## src/ipas_pkg.sv

```systemverilog
/*
  Package of the interrupt priority and status block: register offsets,
  field positions, reset values and shared types.
  Assumes a 32-bit AXI4-Lite register bus and one system clock.
*/
package ipas_pkg;

  // ----------------------------------------------------------------------
  // Register byte offsets
  // ----------------------------------------------------------------------
  localparam logic [7:0] OFS_PRIORITY_CN_I2C       = 8'h00;
  localparam logic [7:0] OFS_PRIORITY_CAPTURE_EXT1 = 8'h04;
  localparam logic [7:0] OFS_PRIORITY_EXT2         = 8'h08;
  localparam logic [7:0] OFS_PRIORITY_SERIAL_ERROR = 8'h0C;
  localparam logic [7:0] OFS_LEVEL_VECTOR_STATUS   = 8'h10;
  localparam logic [7:0] OFS_REQUEST_FLAGS         = 8'h14;
  localparam logic [7:0] OFS_ENABLES               = 8'h18;
  localparam logic [7:0] OFS_INTERRUPT_CONTROL     = 8'h1C;
  localparam logic [7:0] OFS_TRAP_FLAGS            = 8'h20;
  localparam logic [7:0] OFS_TIMED_DISABLE         = 8'h24;

  // ----------------------------------------------------------------------
  // Sources, levels and fields
  // ----------------------------------------------------------------------
  localparam int NUM_SRC  = 8;
  localparam int NUM_TRAP = 8;
  localparam int STACK_DEPTH = 16;

  // Source index, also the arbitration order on equal level
  localparam int SRC_I2C_SLAVE    = 0;
  localparam int SRC_SERIAL_ERROR = 1;
  localparam int SRC_I2C_MASTER   = 2;
  localparam int SRC_CHANGE_NOTIFY = 3;
  localparam int SRC_EXT_IRQ1     = 4;
  localparam int SRC_CAPTURE7     = 5;
  localparam int SRC_CAPTURE8     = 6;
  localparam int SRC_EXT_IRQ2     = 7;

  localparam int FLD_HI  = 12;
  localparam int FLD_MID = 8;
  localparam int FLD_LO4 = 4;
  localparam int FLD_LO0 = 0;

  localparam logic [2:0]  PRIO_RESET    = 3'h4;
  localparam logic [2:0]  PRIO_OFF      = 3'h0;
  localparam logic [3:0]  LEVEL_TOP_USER = 4'h7;
  localparam logic [3:0]  LEVEL_TRAP_BASE = 4'h8;
  localparam logic [3:0]  LEVEL_ZERO    = 4'h0;
  localparam logic [6:0]  USER_VEC_BASE = 7'h0A;
  localparam int          CTRL_NEST_DIS = 15;
  localparam logic [15:0] WORD_ZERO     = 16'h0000;

  localparam logic [1:0] RESP_OKAY   = 2'h0;
  localparam logic [1:0] RESP_SLVERR = 2'h2;

  // ----------------------------------------------------------------------
  // Types
  // ----------------------------------------------------------------------
  typedef logic [2:0] ipas_prio_t;

  typedef struct packed {
    logic       valid;
    logic [3:0] level;
    logic [6:0] vector_index;
  } ipas_req_t;

  typedef struct packed {
    logic [3:0] pad_hi;
    logic [3:0] new_cpu_level;
    logic       pad_mid;
    logic [6:0] pending_vector_index;
  } ipas_status_t;

endpackage : ipas_pkg

```

## src/ipas_top.sv

```systemverilog
/*
  Interrupt priority and status block: per-source priority registers,
  request flags, enables, CPU level with a return stack, timed disable,
  trap handling, arbitration and the level/vector status register.
  Assumes an AXI4-Lite master with one write and one read in flight,
  peripheral and trap request pulses synchronous to clk_i, and a CPU
  that signals taking and returning from an interrupt.
*/
`timescale 1ns/100ps
module ipas_top
  import ipas_pkg::*;
(
  input  wire logic        clk_i,
  input  wire logic        rst_b_i,
  input  wire logic [7:0]  s_axi_awaddr_i,
  input  wire logic        s_axi_awvalid_i,
  output logic             s_axi_awready_o,
  input  wire logic [31:0] s_axi_wdata_i,
  input  wire logic [3:0]  s_axi_wstrb_i,
  input  wire logic        s_axi_wvalid_i,
  output logic             s_axi_wready_o,
  output logic [1:0]       s_axi_bresp_o,
  output logic             s_axi_bvalid_o,
  input  wire logic        s_axi_bready_i,
  input  wire logic [7:0]  s_axi_araddr_i,
  input  wire logic        s_axi_arvalid_i,
  output logic             s_axi_arready_o,
  output logic [31:0]      s_axi_rdata_o,
  output logic [1:0]       s_axi_rresp_o,
  output logic             s_axi_rvalid_o,
  input  wire logic        s_axi_rready_i,
  input  wire logic [7:0]  src_req_i,
  input  wire logic [7:0]  trap_req_i,
  input  wire logic        cpu_ack_i,
  input  wire logic        cpu_return_i,
  output logic             irq_valid_o,
  output logic [3:0]       irq_level_o,
  output logic [6:0]       irq_vector_index_o,
  output logic [3:0]       cpu_level_o
);

  // ----------------------------------------------------------------------
  // Helpers
  // ----------------------------------------------------------------------
  // Byte-lane merge of a 16-bit register, keeping only implemented bits
  function automatic logic [15:0] merge16(input logic [15:0] cur, input logic [31:0] wd,
                                          input logic [3:0] strb, input logic [15:0] impl);
    logic [15:0] m;
    m = cur;
    if (strb[0]) begin
      m[7:0] = wd[7:0];
    end
    if (strb[1]) begin
      m[15:8] = wd[15:8];
    end
    return m & impl;
  endfunction : merge16

  // Priority as a four-bit level
  function automatic logic [3:0] lvl(input ipas_prio_t p);
    return {1'b0, p};
  endfunction : lvl

  // ----------------------------------------------------------------------
  // State
  // ----------------------------------------------------------------------
  ipas_prio_t   prio [NUM_SRC];
  logic [7:0]   req_flag;
  logic [7:0]   enable;
  logic [7:0]   trap_flag;
  logic         nesting_disable;
  logic [3:0]   cpu_level;
  logic [15:0]  timed_irq_disable;
  logic [3:0]   level_stack [STACK_DEPTH];
  logic [4:0]   stack_ptr;
  ipas_status_t level_vector_status;

  localparam logic [15:0] IMPL_CN_I2C  = 16'h7077;
  localparam logic [15:0] IMPL_CAP_EXT = 16'h7707;
  localparam logic [15:0] IMPL_MID     = 16'h0070;

  // ----------------------------------------------------------------------
  // Register views
  // ----------------------------------------------------------------------
  wire logic [15:0] view_cn_i2c  = {1'b0, prio[SRC_CHANGE_NOTIFY], 5'h00,
                                    prio[SRC_I2C_MASTER], 1'b0, prio[SRC_I2C_SLAVE]};
  wire logic [15:0] view_cap_ext = {1'b0, prio[SRC_CAPTURE8], 1'b0, prio[SRC_CAPTURE7],
                                    5'h00, prio[SRC_EXT_IRQ1]};
  wire logic [15:0] view_ext2    = {9'h000, prio[SRC_EXT_IRQ2], 4'h0};
  wire logic [15:0] view_serr    = {9'h000, prio[SRC_SERIAL_ERROR], 4'h0};
  wire logic [15:0] view_ctrl    = {nesting_disable, 11'h000, cpu_level};
  wire logic [15:0] next_cn_i2c  = merge16(view_cn_i2c, s_axi_wdata_i, s_axi_wstrb_i, IMPL_CN_I2C);
  wire logic [15:0] next_cap_ext = merge16(view_cap_ext, s_axi_wdata_i, s_axi_wstrb_i,
                                           IMPL_CAP_EXT);
  wire logic [15:0] next_ext2    = merge16(view_ext2, s_axi_wdata_i, s_axi_wstrb_i, IMPL_MID);
  wire logic [15:0] next_serr    = merge16(view_serr, s_axi_wdata_i, s_axi_wstrb_i, IMPL_MID);

  // ----------------------------------------------------------------------
  // Bus decode
  // ----------------------------------------------------------------------
  wire logic        wr_go  = s_axi_awvalid_i && s_axi_wvalid_i && !s_axi_awready_o &&
                             !s_axi_bvalid_o;
  wire logic        rd_go  = s_axi_arvalid_i && !s_axi_arready_o && !s_axi_rvalid_o;
  wire logic [7:0]  wa     = s_axi_awaddr_i & 8'hFC;
  wire logic [7:0]  ra     = s_axi_araddr_i & 8'hFC;
  wire logic        wr_p0  = wr_go && (wa == OFS_PRIORITY_CN_I2C);
  wire logic        wr_p1  = wr_go && (wa == OFS_PRIORITY_CAPTURE_EXT1);
  wire logic        wr_p2  = wr_go && (wa == OFS_PRIORITY_EXT2);
  wire logic        wr_p3  = wr_go && (wa == OFS_PRIORITY_SERIAL_ERROR);
  wire logic        wr_flg = wr_go && (wa == OFS_REQUEST_FLAGS) && s_axi_wstrb_i[0];
  wire logic        wr_en  = wr_go && (wa == OFS_ENABLES) && s_axi_wstrb_i[0];
  wire logic        wr_ctl = wr_go && (wa == OFS_INTERRUPT_CONTROL);
  wire logic        wr_trp = wr_go && (wa == OFS_TRAP_FLAGS) && s_axi_wstrb_i[0];
  wire logic        wr_tmd = wr_go && (wa == OFS_TIMED_DISABLE);
  wire logic        wr_hit = (wa <= OFS_TIMED_DISABLE);
  logic [15:0]      rd_word;
  logic             rd_hit;

  always_comb begin
    rd_hit = 1'b1;
    if (ra == OFS_PRIORITY_CN_I2C) begin
      rd_word = view_cn_i2c;
    end else if (ra == OFS_PRIORITY_CAPTURE_EXT1) begin
      rd_word = view_cap_ext;
    end else if (ra == OFS_PRIORITY_EXT2) begin
      rd_word = view_ext2;
    end else if (ra == OFS_PRIORITY_SERIAL_ERROR) begin
      rd_word = view_serr;
    end else if (ra == OFS_LEVEL_VECTOR_STATUS) begin
      rd_word = level_vector_status;
    end else if (ra == OFS_REQUEST_FLAGS) begin
      rd_word = {8'h00, req_flag};
    end else if (ra == OFS_ENABLES) begin
      rd_word = {8'h00, enable};
    end else if (ra == OFS_INTERRUPT_CONTROL) begin
      rd_word = view_ctrl;
    end else if (ra == OFS_TRAP_FLAGS) begin
      rd_word = {8'h00, trap_flag};
    end else if (ra == OFS_TIMED_DISABLE) begin
      rd_word = timed_irq_disable;
    end else begin
      rd_word = WORD_ZERO;
      rd_hit  = 1'b0;
    end
  end

  // ----------------------------------------------------------------------
  // Arbitration
  // ----------------------------------------------------------------------
  wire logic       timed_irq_disable_on = (timed_irq_disable != WORD_ZERO);
  logic [7:0]      elig;
  ipas_req_t       best;
  ipas_req_t       next_req;

  always_comb begin
    best = '0;
    for (int i = NUM_SRC - 1; i >= 0; i--) begin
      elig[i] = req_flag[i] && enable[i]
             && (prio[i] != PRIO_OFF)
             && (lvl(prio[i]) > cpu_level)
             && !(timed_irq_disable_on && (lvl(prio[i]) < LEVEL_TOP_USER));
      if (elig[i] && (lvl(prio[i]) >= best.level)) begin
        best.valid        = 1'b1;
        best.level        = lvl(prio[i]);
        best.vector_index = USER_VEC_BASE + 7'(i);
      end
    end
    next_req = best;
    for (int t = 0; t < NUM_TRAP; t++) begin
      if (trap_flag[t]) begin
        next_req.valid        = 1'b1;
        next_req.level        = LEVEL_TRAP_BASE + 4'(t);
        next_req.vector_index = 7'(t);
      end
    end
  end

  // Level taken on acceptance: nesting disabled pins the CPU at the top user level on a user request
  wire logic [3:0] take_level = (nesting_disable && (irq_level_o <= LEVEL_TOP_USER))
                                ? LEVEL_TOP_USER : irq_level_o;
  wire logic       do_push    = cpu_ack_i && irq_valid_o && (stack_ptr != 5'(STACK_DEPTH));
  wire logic       do_pop     = cpu_return_i && !do_push && (stack_ptr != 5'h00);

  // ----------------------------------------------------------------------
  // Configuration registers
  // ----------------------------------------------------------------------
  always_ff @(posedge clk_i or negedge rst_b_i) begin
    if (!rst_b_i) begin
      for (int i = 0; i < NUM_SRC; i++) begin
        prio[i] <= PRIO_RESET;
      end
    end else begin
      if (wr_p0) begin
        {prio[SRC_CHANGE_NOTIFY], prio[SRC_I2C_MASTER], prio[SRC_I2C_SLAVE]} <=
          {next_cn_i2c[FLD_HI+:3], next_cn_i2c[FLD_LO4+:3], next_cn_i2c[FLD_LO0+:3]};
      end
      if (wr_p1) begin
        {prio[SRC_CAPTURE8], prio[SRC_CAPTURE7], prio[SRC_EXT_IRQ1]} <=
          {next_cap_ext[FLD_HI+:3], next_cap_ext[FLD_MID+:3], next_cap_ext[FLD_LO0+:3]};
      end
      if (wr_p2) begin
        prio[SRC_EXT_IRQ2] <= next_ext2[FLD_LO4+:3];
      end
      if (wr_p3) begin
        prio[SRC_SERIAL_ERROR] <= next_serr[FLD_LO4+:3];
      end
    end
  end

  // ----------------------------------------------------------------------
  // Flags, enables, control and timed disable
  // ----------------------------------------------------------------------
  always_ff @(posedge clk_i or negedge rst_b_i) begin
    if (!rst_b_i) begin
      req_flag          <= 8'h00;
      enable            <= 8'h00;
      trap_flag         <= 8'h00;
      nesting_disable   <= 1'b0;
      timed_irq_disable <= 16'h0000;
    end else begin
      // Set wins over a write-one-to-clear in the same cycle
      req_flag  <= (req_flag & ~(wr_flg ? s_axi_wdata_i[7:0] : 8'h00)) | src_req_i;
      trap_flag <= (trap_flag & ~(wr_trp ? s_axi_wdata_i[7:0] : 8'h00)) | trap_req_i;
      if (wr_en) begin
        enable <= s_axi_wdata_i[7:0];
      end
      if (wr_ctl && s_axi_wstrb_i[1]) begin
        nesting_disable <= s_axi_wdata_i[CTRL_NEST_DIS];
      end
      if (wr_tmd) begin
        timed_irq_disable <= merge16(timed_irq_disable, s_axi_wdata_i, s_axi_wstrb_i, 16'hFFFF);
      end else if (timed_irq_disable_on) begin
        timed_irq_disable <= timed_irq_disable - 16'h0001;
      end
    end
  end

  // ----------------------------------------------------------------------
  // CPU level and return stack
  // ----------------------------------------------------------------------
  always_ff @(posedge clk_i or negedge rst_b_i) begin
    if (!rst_b_i) begin
      cpu_level <= LEVEL_ZERO;
      stack_ptr <= 5'h00;
    end else if (do_push) begin
      cpu_level <= take_level;
      stack_ptr <= stack_ptr + 5'h01;
    end else if (do_pop) begin
      cpu_level <= level_stack[4'(stack_ptr - 5'h01)];
      stack_ptr <= stack_ptr - 5'h01;
    end else if (wr_ctl && s_axi_wstrb_i[0]) begin
      cpu_level <= s_axi_wdata_i[3:0];
    end
  end

  always_ff @(posedge clk_i) begin
    if (do_push) begin
      level_stack[4'(stack_ptr)] <= cpu_level;
    end
  end

  // ----------------------------------------------------------------------
  // Presented request and status
  // ----------------------------------------------------------------------
  always_ff @(posedge clk_i or negedge rst_b_i) begin
    if (!rst_b_i) begin
      irq_valid_o         <= 1'b0;
      irq_level_o         <= LEVEL_ZERO;
      irq_vector_index_o  <= 7'h00;
      level_vector_status <= '0;
      cpu_level_o         <= LEVEL_ZERO;
    end else begin
      irq_valid_o         <= next_req.valid;
      irq_level_o         <= next_req.level;
      irq_vector_index_o  <= next_req.vector_index;
      level_vector_status <= '{pad_hi: 4'h0, new_cpu_level: next_req.level, pad_mid: 1'b0,
                               pending_vector_index: next_req.vector_index};
      cpu_level_o         <= cpu_level;
    end
  end

  // ----------------------------------------------------------------------
  // AXI4-Lite handshakes
  // ----------------------------------------------------------------------
  always_ff @(posedge clk_i or negedge rst_b_i) begin
    if (!rst_b_i) begin
      s_axi_awready_o <= 1'b0;
      s_axi_wready_o  <= 1'b0;
      s_axi_bvalid_o  <= 1'b0;
      s_axi_bresp_o   <= RESP_OKAY;
      s_axi_arready_o <= 1'b0;
      s_axi_rvalid_o  <= 1'b0;
      s_axi_rresp_o   <= RESP_OKAY;
      s_axi_rdata_o   <= 32'h0000_0000;
    end else begin
      s_axi_awready_o <= wr_go;
      s_axi_wready_o  <= wr_go;
      if (wr_go) begin
        s_axi_bresp_o <= wr_hit ? RESP_OKAY : RESP_SLVERR;
      end
      if (s_axi_awready_o) begin
        s_axi_bvalid_o <= 1'b1;
      end else if (s_axi_bready_i) begin
        s_axi_bvalid_o <= 1'b0;
      end
      s_axi_arready_o <= rd_go;
      if (rd_go) begin
        s_axi_rdata_o <= {16'h0000, rd_word};
        s_axi_rresp_o <= rd_hit ? RESP_OKAY : RESP_SLVERR;
      end
      if (s_axi_arready_o) begin
        s_axi_rvalid_o <= 1'b1;
      end else if (s_axi_rready_i) begin
        s_axi_rvalid_o <= 1'b0;
      end
    end
  end

endmodule : ipas_top

```

## config.mk

```make
export PLATFORM = sky130hd
export DESIGN_NAME = ipas_top
export DESIGN_NICKNAME = d
export VERILOG_FILES = /design/src/ipas_pkg.sv /design/src/ipas_top.sv
export SDC_FILE = /design/constraint.sdc
export NUM_CORES = 1
export LEC_CHECK = 0
export BUFFER_PORTS_ARGS = -buffer_cell sky130_fd_sc_hd__buf_2
export CAP_MARGIN = 10
export CORE_MARGIN = 2
export CORE_UTILIZATION = 53
export CTS_CLUSTER_DIAMETER = 120
export CTS_CLUSTER_SIZE = 20
export DETAILED_ROUTE_END_ITERATION = 10
export GPL_TIMING_DRIVEN = 0
export HOLD_SLACK_MARGIN = 0.06
export PLACE_DENSITY = 0.88
export SYNTH_ARGS = -nofsm -noshare
export SYNTH_HDL_FRONTEND = slang
export SYNTH_SLANG_ARGS = --single-unit
```

## constraint.sdc

```tcl
create_clock -name clk_i -period 10.1 [get_ports clk_i]
set_input_delay 2.02 -clock clk_i [delete_from_list [all_inputs] [get_ports clk_i]]
set_output_delay 2.02 -clock clk_i [all_outputs]
set_load 0.05 [all_outputs]
```

# Yosys cells after proc, flatten, opt, wreduce, memory -nomap -nowiden
# Memories as Yosys holds them, arrays and structs flattened.
# Index checks and enable logic that the tools add are counted.
dict set report word_totals {
  regBits 114
  latch_bits 0
  ram_bits 64
  romBits 0
  out_inout_bits 57
  n_memories 1
}
# name words word_bits rd rd_clocked_by_memory_dff write_ports line_no
set memory_table {}
lappend memory_table {level_stack 16 4 1 0 1 ipas_top.sv:74} ;# logic [3:0] level_stack [STACK_DEPTH];
dict set report op_classes {
  n_addsub 3
  n_mul 0
  div_mod_pow 0
  n_lt_le_gt_ge 25
  eq_ne 20
  n_shift 0
  muxes 56
  bitwise 6
  reduce_logical 109
}
# cell count
set ops {}
lappend ops {{$mux 12} 16}
lappend ops {{$mux 16} 12}
lappend ops {{$logic_and 1x1->1} 71}
lappend ops {{$eq 6x3->1 const B} 7}
lappend ops {{$gt 3x4->1} 8}
lappend ops {{$mux 8} 4}
lappend ops {{$ge 3x4->1} 7}
lappend ops {{$reduce_bool 3->1} 9}
lappend ops {{$eq 6x2->1 const B} 4}
lappend ops {{$eq 6x4->1 const B} 4}
lappend ops {{$lt 3x3->1 const B} 8}
lappend ops {{$and 8x8->8} 2}
lappend ops {{$logic_not 8->1} 2}
lappend ops {{$mux 1} 16}
lappend ops {{$mux 4} 4}
lappend ops {{$not 8->8} 2}
lappend ops {{$or 8x8->8} 2}
lappend ops {{$reduce_and 2->1} 8}
lappend ops {{$reduce_bool 16->1} 1}
lappend ops {{$sub 16x1->16 const B} 1}
lappend ops {{$logic_not 1->1} 13}
lappend ops {{$eq 6x1->1 const B} 2}
lappend ops {{$mux 5} 2}
lappend ops {{$le 8x6->1 const B} 1}
lappend ops {{8 further kinds} 13}

# Longest topological paths before layout
# Gate-level depths: netlist of run 1.
dict set report depth {
  ltp_word 34
  depth_mapped 57
  ltp_nobuf 56
}

# Worst setup path after synthesis of run 1
# OpenSTA, ideal clock, no wires.
dict set report synth_path {
  kind {register to register}
  startpoint {reg cpu_level[2]}
  endpoint {reg level_vector_status[4] in the netlist's numbering}
  setup_time_ns 0.088
  arrival_time_ns 11.063
  required_time_ns 10.012
  setup_slack_ns -1.051
  stages_incl_launch_ff 56
  n_path_buf 1
  cell_sequence {dfrtp_1 inv_1 ha_1 and3b_1 a211oi_1 nor4_1 ha_1 nor2b_1 o21ai_0 o2111ai_2 nand2_1 o21a_1 inv_1 ha_1 nand2b_1 o311ai_1 nand3b_1 a311o_1 [... 20 more ...] o221ai_1 nand2_1 o31a_1 ha_1 nand2b_1 a21o_1 a21o_1 nand3_1 mux2_2 ha_1 nand2b_1 a21o_1 a21oi_1 a2111oi_4 inv_1 nand2_1 nor3_1 nor3b_1}
}
# item line_no
set synth_lines {}
lappend synth_lines {{from (decl)} ipas_top.sv:72} ;# logic [3:0] cpu_level;
lappend synth_lines {{from (signal assigned)} ipas_top.sv:246} ;# cpu_level <= take_level;
lappend synth_lines {{from (signal assigned)} ipas_top.sv:249} ;# cpu_level <= level_stack[4'(stack_ptr - 5'h01)];
lappend synth_lines {{from (signal assigned)} ipas_top.sv:252} ;# cpu_level <= s_axi_wdata_i[3:0];
lappend synth_lines {{to (signal assigned)} ipas_top.sv:276} ;# level_vector_status <= '{pad_hi: 4'h0, new_cpu_level: next_req.level, pad_mid: 1'b0,
lappend synth_lines {{to (decl)} ipas_top.sv:76} ;# ipas_status_t level_vector_status;

==> results of run 1 <==
[synth_stat cells, drive strengths merged (11+ instances only)]
master	instances
a21oi	38
ha	50
edfxtp	64
o21ai	51
nand2	104
mux4	20
a21o	34
clkbuf	20
nor2	69
nor2b	13
a31oi	11
nor3	29
nand3	22
mux2	32
buf	26
a221oi	11
inv	35
and3	21
and2	16
dfrtp	102
[per-stage QoR]
step / hold slack, ns / util (%) / setup slack, ns / TNS (ns) / power, mW
3_5_place_dp: 0.469 / 59.8 / -1.55 / -12.83 / 1.83
2_1_floorplan: 0.463 / - / 0.000525 / 0 / 1.57
3_3_place_gp: 0.459 / 59.6 / -1.30 / -10.57 / 1.80
4_1_cts: 0.484 / 66.1 / -0.344 / -2.21 / 2.53
6_report: 0.482 / 67.0 / -0.342 / -2.46 / 2.58
5_1_grt: 0.491 / 67.0 / -0.690 / -5.66 / 2.67
[cell type report]
type | instances | area (µm²) | share of cell area [%]
inverter | 35 | 146 | 1.20
timing repair buffer | 145 | 901 | 7.41
clock inverter | 14 | 126 | 1.04
multi-input combinational | 690 | 5320 | 43.7
tap | 229 | 287 | 2.36
clock buffer | 18 | 429 | 3.53
sequential | 174 | 4700 | 38.7
buffer | 44 | 254 | 2.09
[per-layer routing]
metal	vias up	share of wire [%]	wire length (µm)
met1	4307	36	11800
met4	0	5.0	1610
met3	157	13	4340
met5	-	0	0
met2	753	45	14700
li1	3802	-	-
[worst paths after layout]
path,startpoint,endpoint,slack [ns],cells past startpoint
hold reg to reg,s_axi_arready_o,s_axi_rvalid_o,0.48,1
max in group asynchronous,rst_b_i,prio[23],7.68,2
min in group asynchronous,rst_b_i,s_axi_rdata_o[12],1.63,1
setup reg to reg,timed_irq_disable[0],level_vector_status[10],-0.34,56
setup / recovery,timed_irq_disable[0],level_vector_status[10],-0.34,56
hold / removal,s_axi_arready_o,s_axi_rvalid_o,0.48,1
[registers in the layout, indices dropped and copies added, names as in the netlist, 4 cells and up]
| name | count |
|---|---|
| req_flag | 8 |
| cpu_level | 4 |
| prio | 24 |
| trap_flag | 8 |
| level_vector_status | 9 |
| enable | 8 |
| stack_ptr | 5 |
| cpu_level_o | 4 |
| level_stack | 64 |
| timed_irq_disable | 16 |
| s_axi_rdata_o | 16 |
[power by group]
part / internal, mW / leakage (nW) / total [mW] / switching (mW)
clock: 0.324 / 0.257 / 0.627 / 0.303
sequential: 0.882 / 1.83 / 1.01 / 0.129
combinational: 0.359 / 2.92 / 0.938 / 0.579
[kinds of logic (layout without fill, tap and decap cells)]
family | Yosys count | count (layout) | synth area share, %
AO/OA/AOI/OAI | 217 | 217 | 15.3
XOR/XNOR | 6 | 6 | 0.532
adder cells (fa/ha/maj) | 50 | 50 | 6.33
buffers and inverters | 81 | 256 | 3.97
flip-flops | 174 | 174 | 47.4
multiplexers | 60 | 60 | 9.01
other | 1 | 20 | 0.0379
AND/OR/NAND/NOR | 337 | 337 | 17.4
[timing repair]
action,CTS,global route
hold buffers,0,0
buffers inserted,47,9
setup endpoints to repair,9,9
resized for setup,47,22
pin swaps,38,35
[placed cells by master, fill, tap and decap left out, drive strengths merged, types with 5 or more instances in the layout]
master    count
a211oi        6
a21o         34
a21oi        38
a221oi       11
a22oi         9
a31oi        11
a32oi         9
and2         16
and3         21
buf         171
clkbuf       36
clkinvlp      5
conb         20
dfrtp       102
dfstp         8
edfxtp       64
ha           50
inv          42
mux2         32
mux2i         8
mux4         20
nand2       104
nand2b       10
nand3        22
nand4         8
nor2         69
nor2b        13
nor3         29
nor4         10
o211ai        9
o21ai        51
o31ai         8
or3           5
or4           6
xnor2         6
==> results_tabular.tex, run 1 <==
\begin{tabular}{lr}
\hline
Metric & Value \\
\hline
\multicolumn{2}{l}{\textbf{Global routing}} \\
Number of global-route vias before repair & 8476 \\
Met3 track demand over resource in global routing & 8.70\% \\
Global router's overall resource usage & 32.7\% \\
Maximum number of pins on one net before global-route repair & 59 \\
Wire length of the first global-routing pass & 48900 µm \\
Total grt overflow & 0 \\
Global routing's busiest layer & met2 \\
Met2 Usage GRT & 50.8\% \\
Met1 demand-to-capacity share in global routing & 43.8\% \\
Number of antenna violations at the first check in global routing & 0 \\
\multicolumn{2}{l}{\textbf{Timing}} \\
Achievable frequency & 0.0958 GHz \\
Unrepaired setup endpoints after global routing & true \\
Final period utilization & 103\% \\
Count of endpoints failing hold in the final timing report & 0 \\
Setup Viol. Count Final & 9 \\
Fin. max-slew vios & 0 \\
Slew HR & 21.6\% \\
Clock Skew & 0.00708 ns \\
Shortest clock period the worst path allows after layout & 10.44 ns \\
Smallest setup slack after layout & -0.342 ns \\
Actual slew at the worst max-slew pin & 1.17 ns \\
\multicolumn{2}{l}{\textbf{Clock network}} \\
Clock tree from TritonCTS & built \\
Clock transition at path regs & 0.07 ns \\
Number of buffers created by CTS & 17 \\
Clk sinks & 174 \\
Buffer cell driving the clock tree root & clkbuf\_16 \\
Maximum level of the CTS H-tree & 4 \\
Largest buffer count on any clock path & 2 \\
Clock network latency to the later pin of the worst-skew pair & 0.44 ns \\
\multicolumn{2}{l}{\textbf{Setup path}} \\
Buf+Inv Stages, Crit Path & 4 \\
Worst Setup End Kind & flop \\
Family of cells with the greatest summed delay on the critical path & compound AO/OA/AOI/OAI gates \\
Kind of critical path & flop to flop \\
Required arrival time at the worst endpoint & 10.38 ns \\
Arr. time, crit path & 10.73 ns \\
Slowest cell delay on critical path & 0.42 ns \\
CP Launch Type & flop \\
Slowest cell on the critical path & dfrtp\_2 \\
Crit path top cell by count & a21o\_1 \\
Crit Path Max Fanout & 7 \\
\multicolumn{2}{l}{\textbf{Die}} \\
Starting density of the core & 54.5\% \\
Die Span X & 141 µm \\
Core Box Area & 18100 µm² \\
Die Y & 141 µm \\
Total I/O pin count & 134 \\
Die outline area & 19800 µm² \\
Row count & 49 \\
\multicolumn{2}{l}{\textbf{Cells and area}} \\
Filler cell count in the final layout & 1314 \\
Post-layout nets & 1234 \\
Diode count & 0 \\
Total non-filler cell area in the finished layout & 12200 µm² \\
Synthesis-to-finish area growth & 23.0\% \\
Layout cell share with drive strength beyond 1 & 29.8\% \\
Final cell count without fillers & 1349 \\
\multicolumn{2}{l}{\textbf{Power}} \\
PwrDens & 212 nW/µm² \\
Peak VDD IR & 131 µV \\
Leakage power & 5.01 nW \\
\multicolumn{2}{l}{\textbf{Yosys}} \\
Most common flop cell mapped by yosys & dfrtp\_1 \\
Cell accounting for the most synthesized area & dfrtp\_1 \\
Mean instance size in the synthesized netlist & 10.7 µm² \\
Seq cells post-synth & 174 \\
Count of yosys warnings during synthesis & 0 \\
Number of flops mapped to enable cells by yosys & 64 \\
Synthesized instance count & 926 \\
Async set-reset flop share out of synthesis & 63.2\% \\
Netlist area before placement & 9890 µm² \\
Number of distinct standard cells referenced by the synthesized netlist & 80 \\
Sequential element share of the synthesized area & 47.4\% \\
Share of the synthesized area in the top cell type & 25.8\% \\
Top cells by area in the synthesized netlist & dfrtp\_1, edfxtp\_1, ha\_1, mux4\_2, nand2\_1 \\
\multicolumn{2}{l}{\textbf{Route}} \\
Average via count per standard cell & 6.69 \\
DR vias & 9019 \\
Average wire per cell in the routed design & 24.0 µm \\
Detailed Route Iter0 Violations & 1529 \\
Count of TritonRoute iterations in the first routing pass & 6 \\
Detailed Route WL & 32400 µm \\
Count of unresolved DRC violations after routing & 0 \\
Antenna-violating nets left & 0 \\
\multicolumn{2}{l}{\textbf{Placement}} \\
\# placed instances & 1266 \\
Post-detailed-placement half-perimeter wirelength & 21800 µm \\
Placement Cell Area & 10900 µm² \\
Final GP Congestion & 0.984 \\
Number of buffers added on ports & 90 \\
\multicolumn{2}{l}{\textbf{Run status}} \\
Run status & finished, violations left \\
Violated checks & negative setup slack \\
\multicolumn{2}{l}{\textbf{Hold path}} \\
Worst min path class & flop to flop \\
\multicolumn{2}{l}{\textbf{Job}} \\
Number of maximum-capacitance constraint violations & 0 \\
\hline
\end{tabular}
No activity file was read; power rests on OpenSTA's default activity.
==> run 2: changes to the inputs <==
Settings changed: SETUP_SLACK_MARGIN set to 0.2.
==> run 2 against run 1 <==
  * The run still ends with negative setup slack left
  * Utilization is 1.2 points higher
  * Die area unchanged
  * Sequential share of layout area decreased by 0.68 points
  * Clock power is 7.8% higher
  * Count of clock-buffer cells in the layout increased by 1
  * Combinational power is 2.9% higher
==> results_tabular.tex, run 2 (synthesized netlist as in run 1, its figures left out) <==
\begin{tabular}{lr}
\hline
Metric & Value \\
\hline
\multicolumn{2}{l}{\textbf{Power}} \\
Overall Power & 2.64 mW (+2.5\%) \\
Clock network fraction of design power & 25.6\% (+1.3 points) \\
Total net switching power & 1.02 mW (+1.1\%) \\
Leakage power & 5.13 nW (+2.5\%) \\
Switching part of the total & 38.7\% (-0.56 points) \\
Combinational fraction of design power & 36.5\% (about the same) \\
PwrDens & 213 nW/µm² (+0.78\%) \\
Fraction of power consumed by sequential logic & 37.9\% (-1.3 points) \\
Peak VDD IR & 125 µV (-5.2\%) \\
Int Pwr & 1.62 mW (+3.5\%) \\
\multicolumn{2}{l}{\textbf{Route}} \\
DR vias & 9202 (+2.0\%) \\
Count of unresolved DRC violations after routing & 0 (unchanged) \\
Detailed Route WL & 33700 µm (+4.0\%) \\
Antenna-violating nets left & 0 (unchanged) \\
Average via count per standard cell & 6.71 (+0.39\%) \\
Count of TritonRoute iterations in the first routing pass & 6 (unchanged) \\
Average wire per cell in the routed design & 24.6 µm (+2.3\%) \\
Detailed Route Iter0 Violations & 1699 (+11\%) \\
\multicolumn{2}{l}{\textbf{Hold path}} \\
Worst min path class & flop to flop \\
Min-Delay Startpoint & s\_axi\_arready\_o \\
Instance count along the most critical hold path & 1 (unchanged) \\
Worst Hold End & s\_axi\_rvalid\_o \\
\multicolumn{2}{l}{\textbf{Setup path}} \\
Kind of critical path & flop to flop \\
Family of cells with the greatest summed delay on the critical path & compound AO/OA/AOI/OAI gates \\
Worst flop-to-flop path startpoint & timed\_irq\_disable[14] \\
Number of cells traversed by the worst register-to-register path & 55 (-1.8\%) \\
Worst reg2reg path endpoint & irq\_valid\_o \\
Crit Path Max Fanout & 6 (-1) \\
CP Launch Type & flop \\
Crit path top cell by count & a21o\_1 \\
Buf+Inv Stages, Crit Path & 8 (+4) \\
Slowest cell delay on critical path & 0.49 ns (+0.07 ns) \\
Required arrival time at the worst endpoint & 10.32 ns (-0.06 ns) \\
Worst Setup End Kind & flop \\
Reg2Reg Setup Slack & -0.93 ns (-0.58 ns) \\
Arr. time, crit path & 11.24 ns (+0.51 ns) \\
Slowest cell on the critical path & dfrtp\_1 \\
\multicolumn{2}{l}{\textbf{Cells and area}} \\
Highest-count cells in the layout ignoring fill and taps & nand2\_1, dfrtp\_1, buf\_4 \\
Most frequent standard cell in the layout excluding fill and tap cells & nand2\_1 \\
Top register by number of flip-flops & level\_stack \\
Flip-flop count of the largest register after layout & 64 (unchanged) \\
Total non-filler cell area in the finished layout & 12400 µm² (+1.7\%) \\
Post-layout nets & 1256 (+1.8\%) \\
Final core area utilization & 68.2\% (+1.2 points) \\
Synthesis-to-finish area growth & 25.2\% \\
Diode count & 0 (unchanged) \\
Layout cell share with drive strength beyond 1 & 31.4\% (+1.6 points) \\
Biggest registers after layout & level\_stack (64), prio (24) \\
\multicolumn{2}{l}{\textbf{Die}} \\
Die Span X & 141 µm (unchanged) \\
Row count & 49 (unchanged) \\
Core Box Area & 18100 µm² (unchanged) \\
Die outline area & 19800 µm² (unchanged) \\
Starting density of the core & 54.5\% (unchanged) \\
Total I/O pin count & 134 (unchanged) \\
Die Y & 141 µm (unchanged) \\
\multicolumn{2}{l}{\textbf{Timing}} \\
Final period utilization & 109\% (+5.8 points) \\
Actual slew at the worst max-slew pin & 1.21 ns (+0.0347 ns) \\
Smallest setup slack after layout & -0.926 ns (-0.584 ns) \\
Shortest clock period the worst path allows after layout & 11.03 ns (+0.584 ns) \\
Unrepaired setup endpoints after global routing & true \\
Slew HR & 18.5\% (-3.2 points) \\
Count of endpoints failing hold in the final timing report & 0 (unchanged) \\
Achievable frequency & 0.0907 GHz (-5.3\%) \\
Fin. max-slew vios & 0 (unchanged) \\
Setup Viol. Count Final & 9 (unchanged) \\
Clock Skew & 0.0111 ns (+0.00398 ns) \\
\multicolumn{2}{l}{\textbf{Job}} \\
Number of maximum-capacitance constraint violations & 0 (unchanged) \\
\multicolumn{2}{l}{\textbf{Clock network}} \\
Maximum level of the CTS H-tree & 4 (unchanged) \\
Number of hold buffers added after CTS & 0 (unchanged) \\
Clock network latency to the later pin of the worst-skew pair & 0.45 ns (about the same) \\
Clock tree from TritonCTS & built \\
Clk sinks & 174 (unchanged) \\
Largest buffer count on any clock path & 2 (unchanged) \\
Number of buffers created by CTS & 17 (unchanged) \\
Buffer cell driving the clock tree root & clkbuf\_16 \\
Clock transition at path regs & 0.08 ns (about the same) \\
\multicolumn{2}{l}{\textbf{Placement}} \\
Post-placement setup slack & -1.52 ns (+0.0244 ns) \\
Number of buffers added on ports & 90 (unchanged) \\
Post-detailed-placement half-perimeter wirelength & 22100 µm (+1.5\%) \\
Final GP Congestion & 0.990 (+0.63\%) \\
Placement Cell Area & 10900 µm² (+0.41\%) \\
\multicolumn{2}{l}{\textbf{Global routing}} \\
Number of antenna violations at the first check in global routing & 0 (unchanged) \\
Number of global-route vias before repair & 8707 (+2.7\%) \\
Maximum number of pins on one net before global-route repair & 69 (+17\%) \\
Global router's overall resource usage & 33.4\% (+0.75 points) \\
Wire length of the first global-routing pass & 50000 µm (+2.3\%) \\
Total grt overflow & 0 (unchanged) \\
\multicolumn{2}{l}{\textbf{Run status}} \\
Violated checks & negative setup slack \\
Run status & finished, violations left \\
\hline
\end{tabular}
[run 2: worst max-delay path by stage]
| stage | from | end | slack (ns) | cells after the start |
|---|---|---|---|---|
| floorplan | cpu_level[2] | level_vector_status[8] | 0.03 | 57 |
| global placement | cpu_level[3] | level_vector_status[8] | -1.20 | 55 |
| detailed placement | cpu_level[3] | level_vector_status[10] | -1.52 | 55 |
| CTS | timed_irq_disable[0] | level_vector_status[10] | -0.51 | 59 |
| global route | cpu_level[2] | irq_valid_o | -1.27 | 55 |
| finish | timed_irq_disable[14] | irq_valid_o | -0.93 | 55 |
[run 2: area by class of cell]
type,count,area (µm²)
plain buffers,46,277
clock buffers,19,433
clock inverters,13,156
fillers,1253,5770
inverters,35,151
multi-input cells,690,5320
flip-flops and latches,174,4700
well taps,229,287
repair buffers,165,1050
[run 2: timing repair]
item / in CTS / in global routing
gates resized for setup: 46 / 25
endpoints found under the setup margin: 9 / 9
setup buffers: 58 / 15
pin swaps: 40 / 30
[run 2: routing by layer]
| layer | part of all wire [%] | vias to the layer above | track usage [%] |
|---|---|---|---|
| met2 | 44 | 863 | 50.4 |
| li1 | - | 3852 | - |
| met5 | 0 | - | 0 |
| met3 | 14 | 187 | 8.15 |
| met4 | 6.0 | 0 | 16.4 |
| met1 | 36 | 4300 | 45.7 |
[run 2: worst reg2reg max path: cells and delay by family (launching register included)]
family	cells	cell delay, ns
AO/OA/AOI/OAI	21	3.96
adder cells (fa/ha/maj)	7	1.84
buffers and inverters	8	0.88
flip-flops	1	0.49
multiplexers	1	0.31
AND/OR/NAND/NOR	18	3.34
[run 2: per-stage QoR]
step | setup TNS, ns | std cells | hold WS, ns
after floorplan | 0 | 945 | 0.463
after global placement | -9.93 | 1264 | 0.457
after detailed placement | -12.50 | 1266 | 0.463
after CTS | -3.64 | 1356 | 0.477
after global routing | -10.28 | 1371 | 0.509
final | -6.68 | 1371 | 0.475
[run 2: power by group through the flow]
stage	clock network, mW	logic, mW	registers, mW
floorplan	0	0.493	1.08
global placement	0	0.768	1.03
detailed placement	0	0.799	1.04
CTS	0.667	0.931	0.989
global route	0.698	1.03	1.01
finish	0.676	0.965	1.00
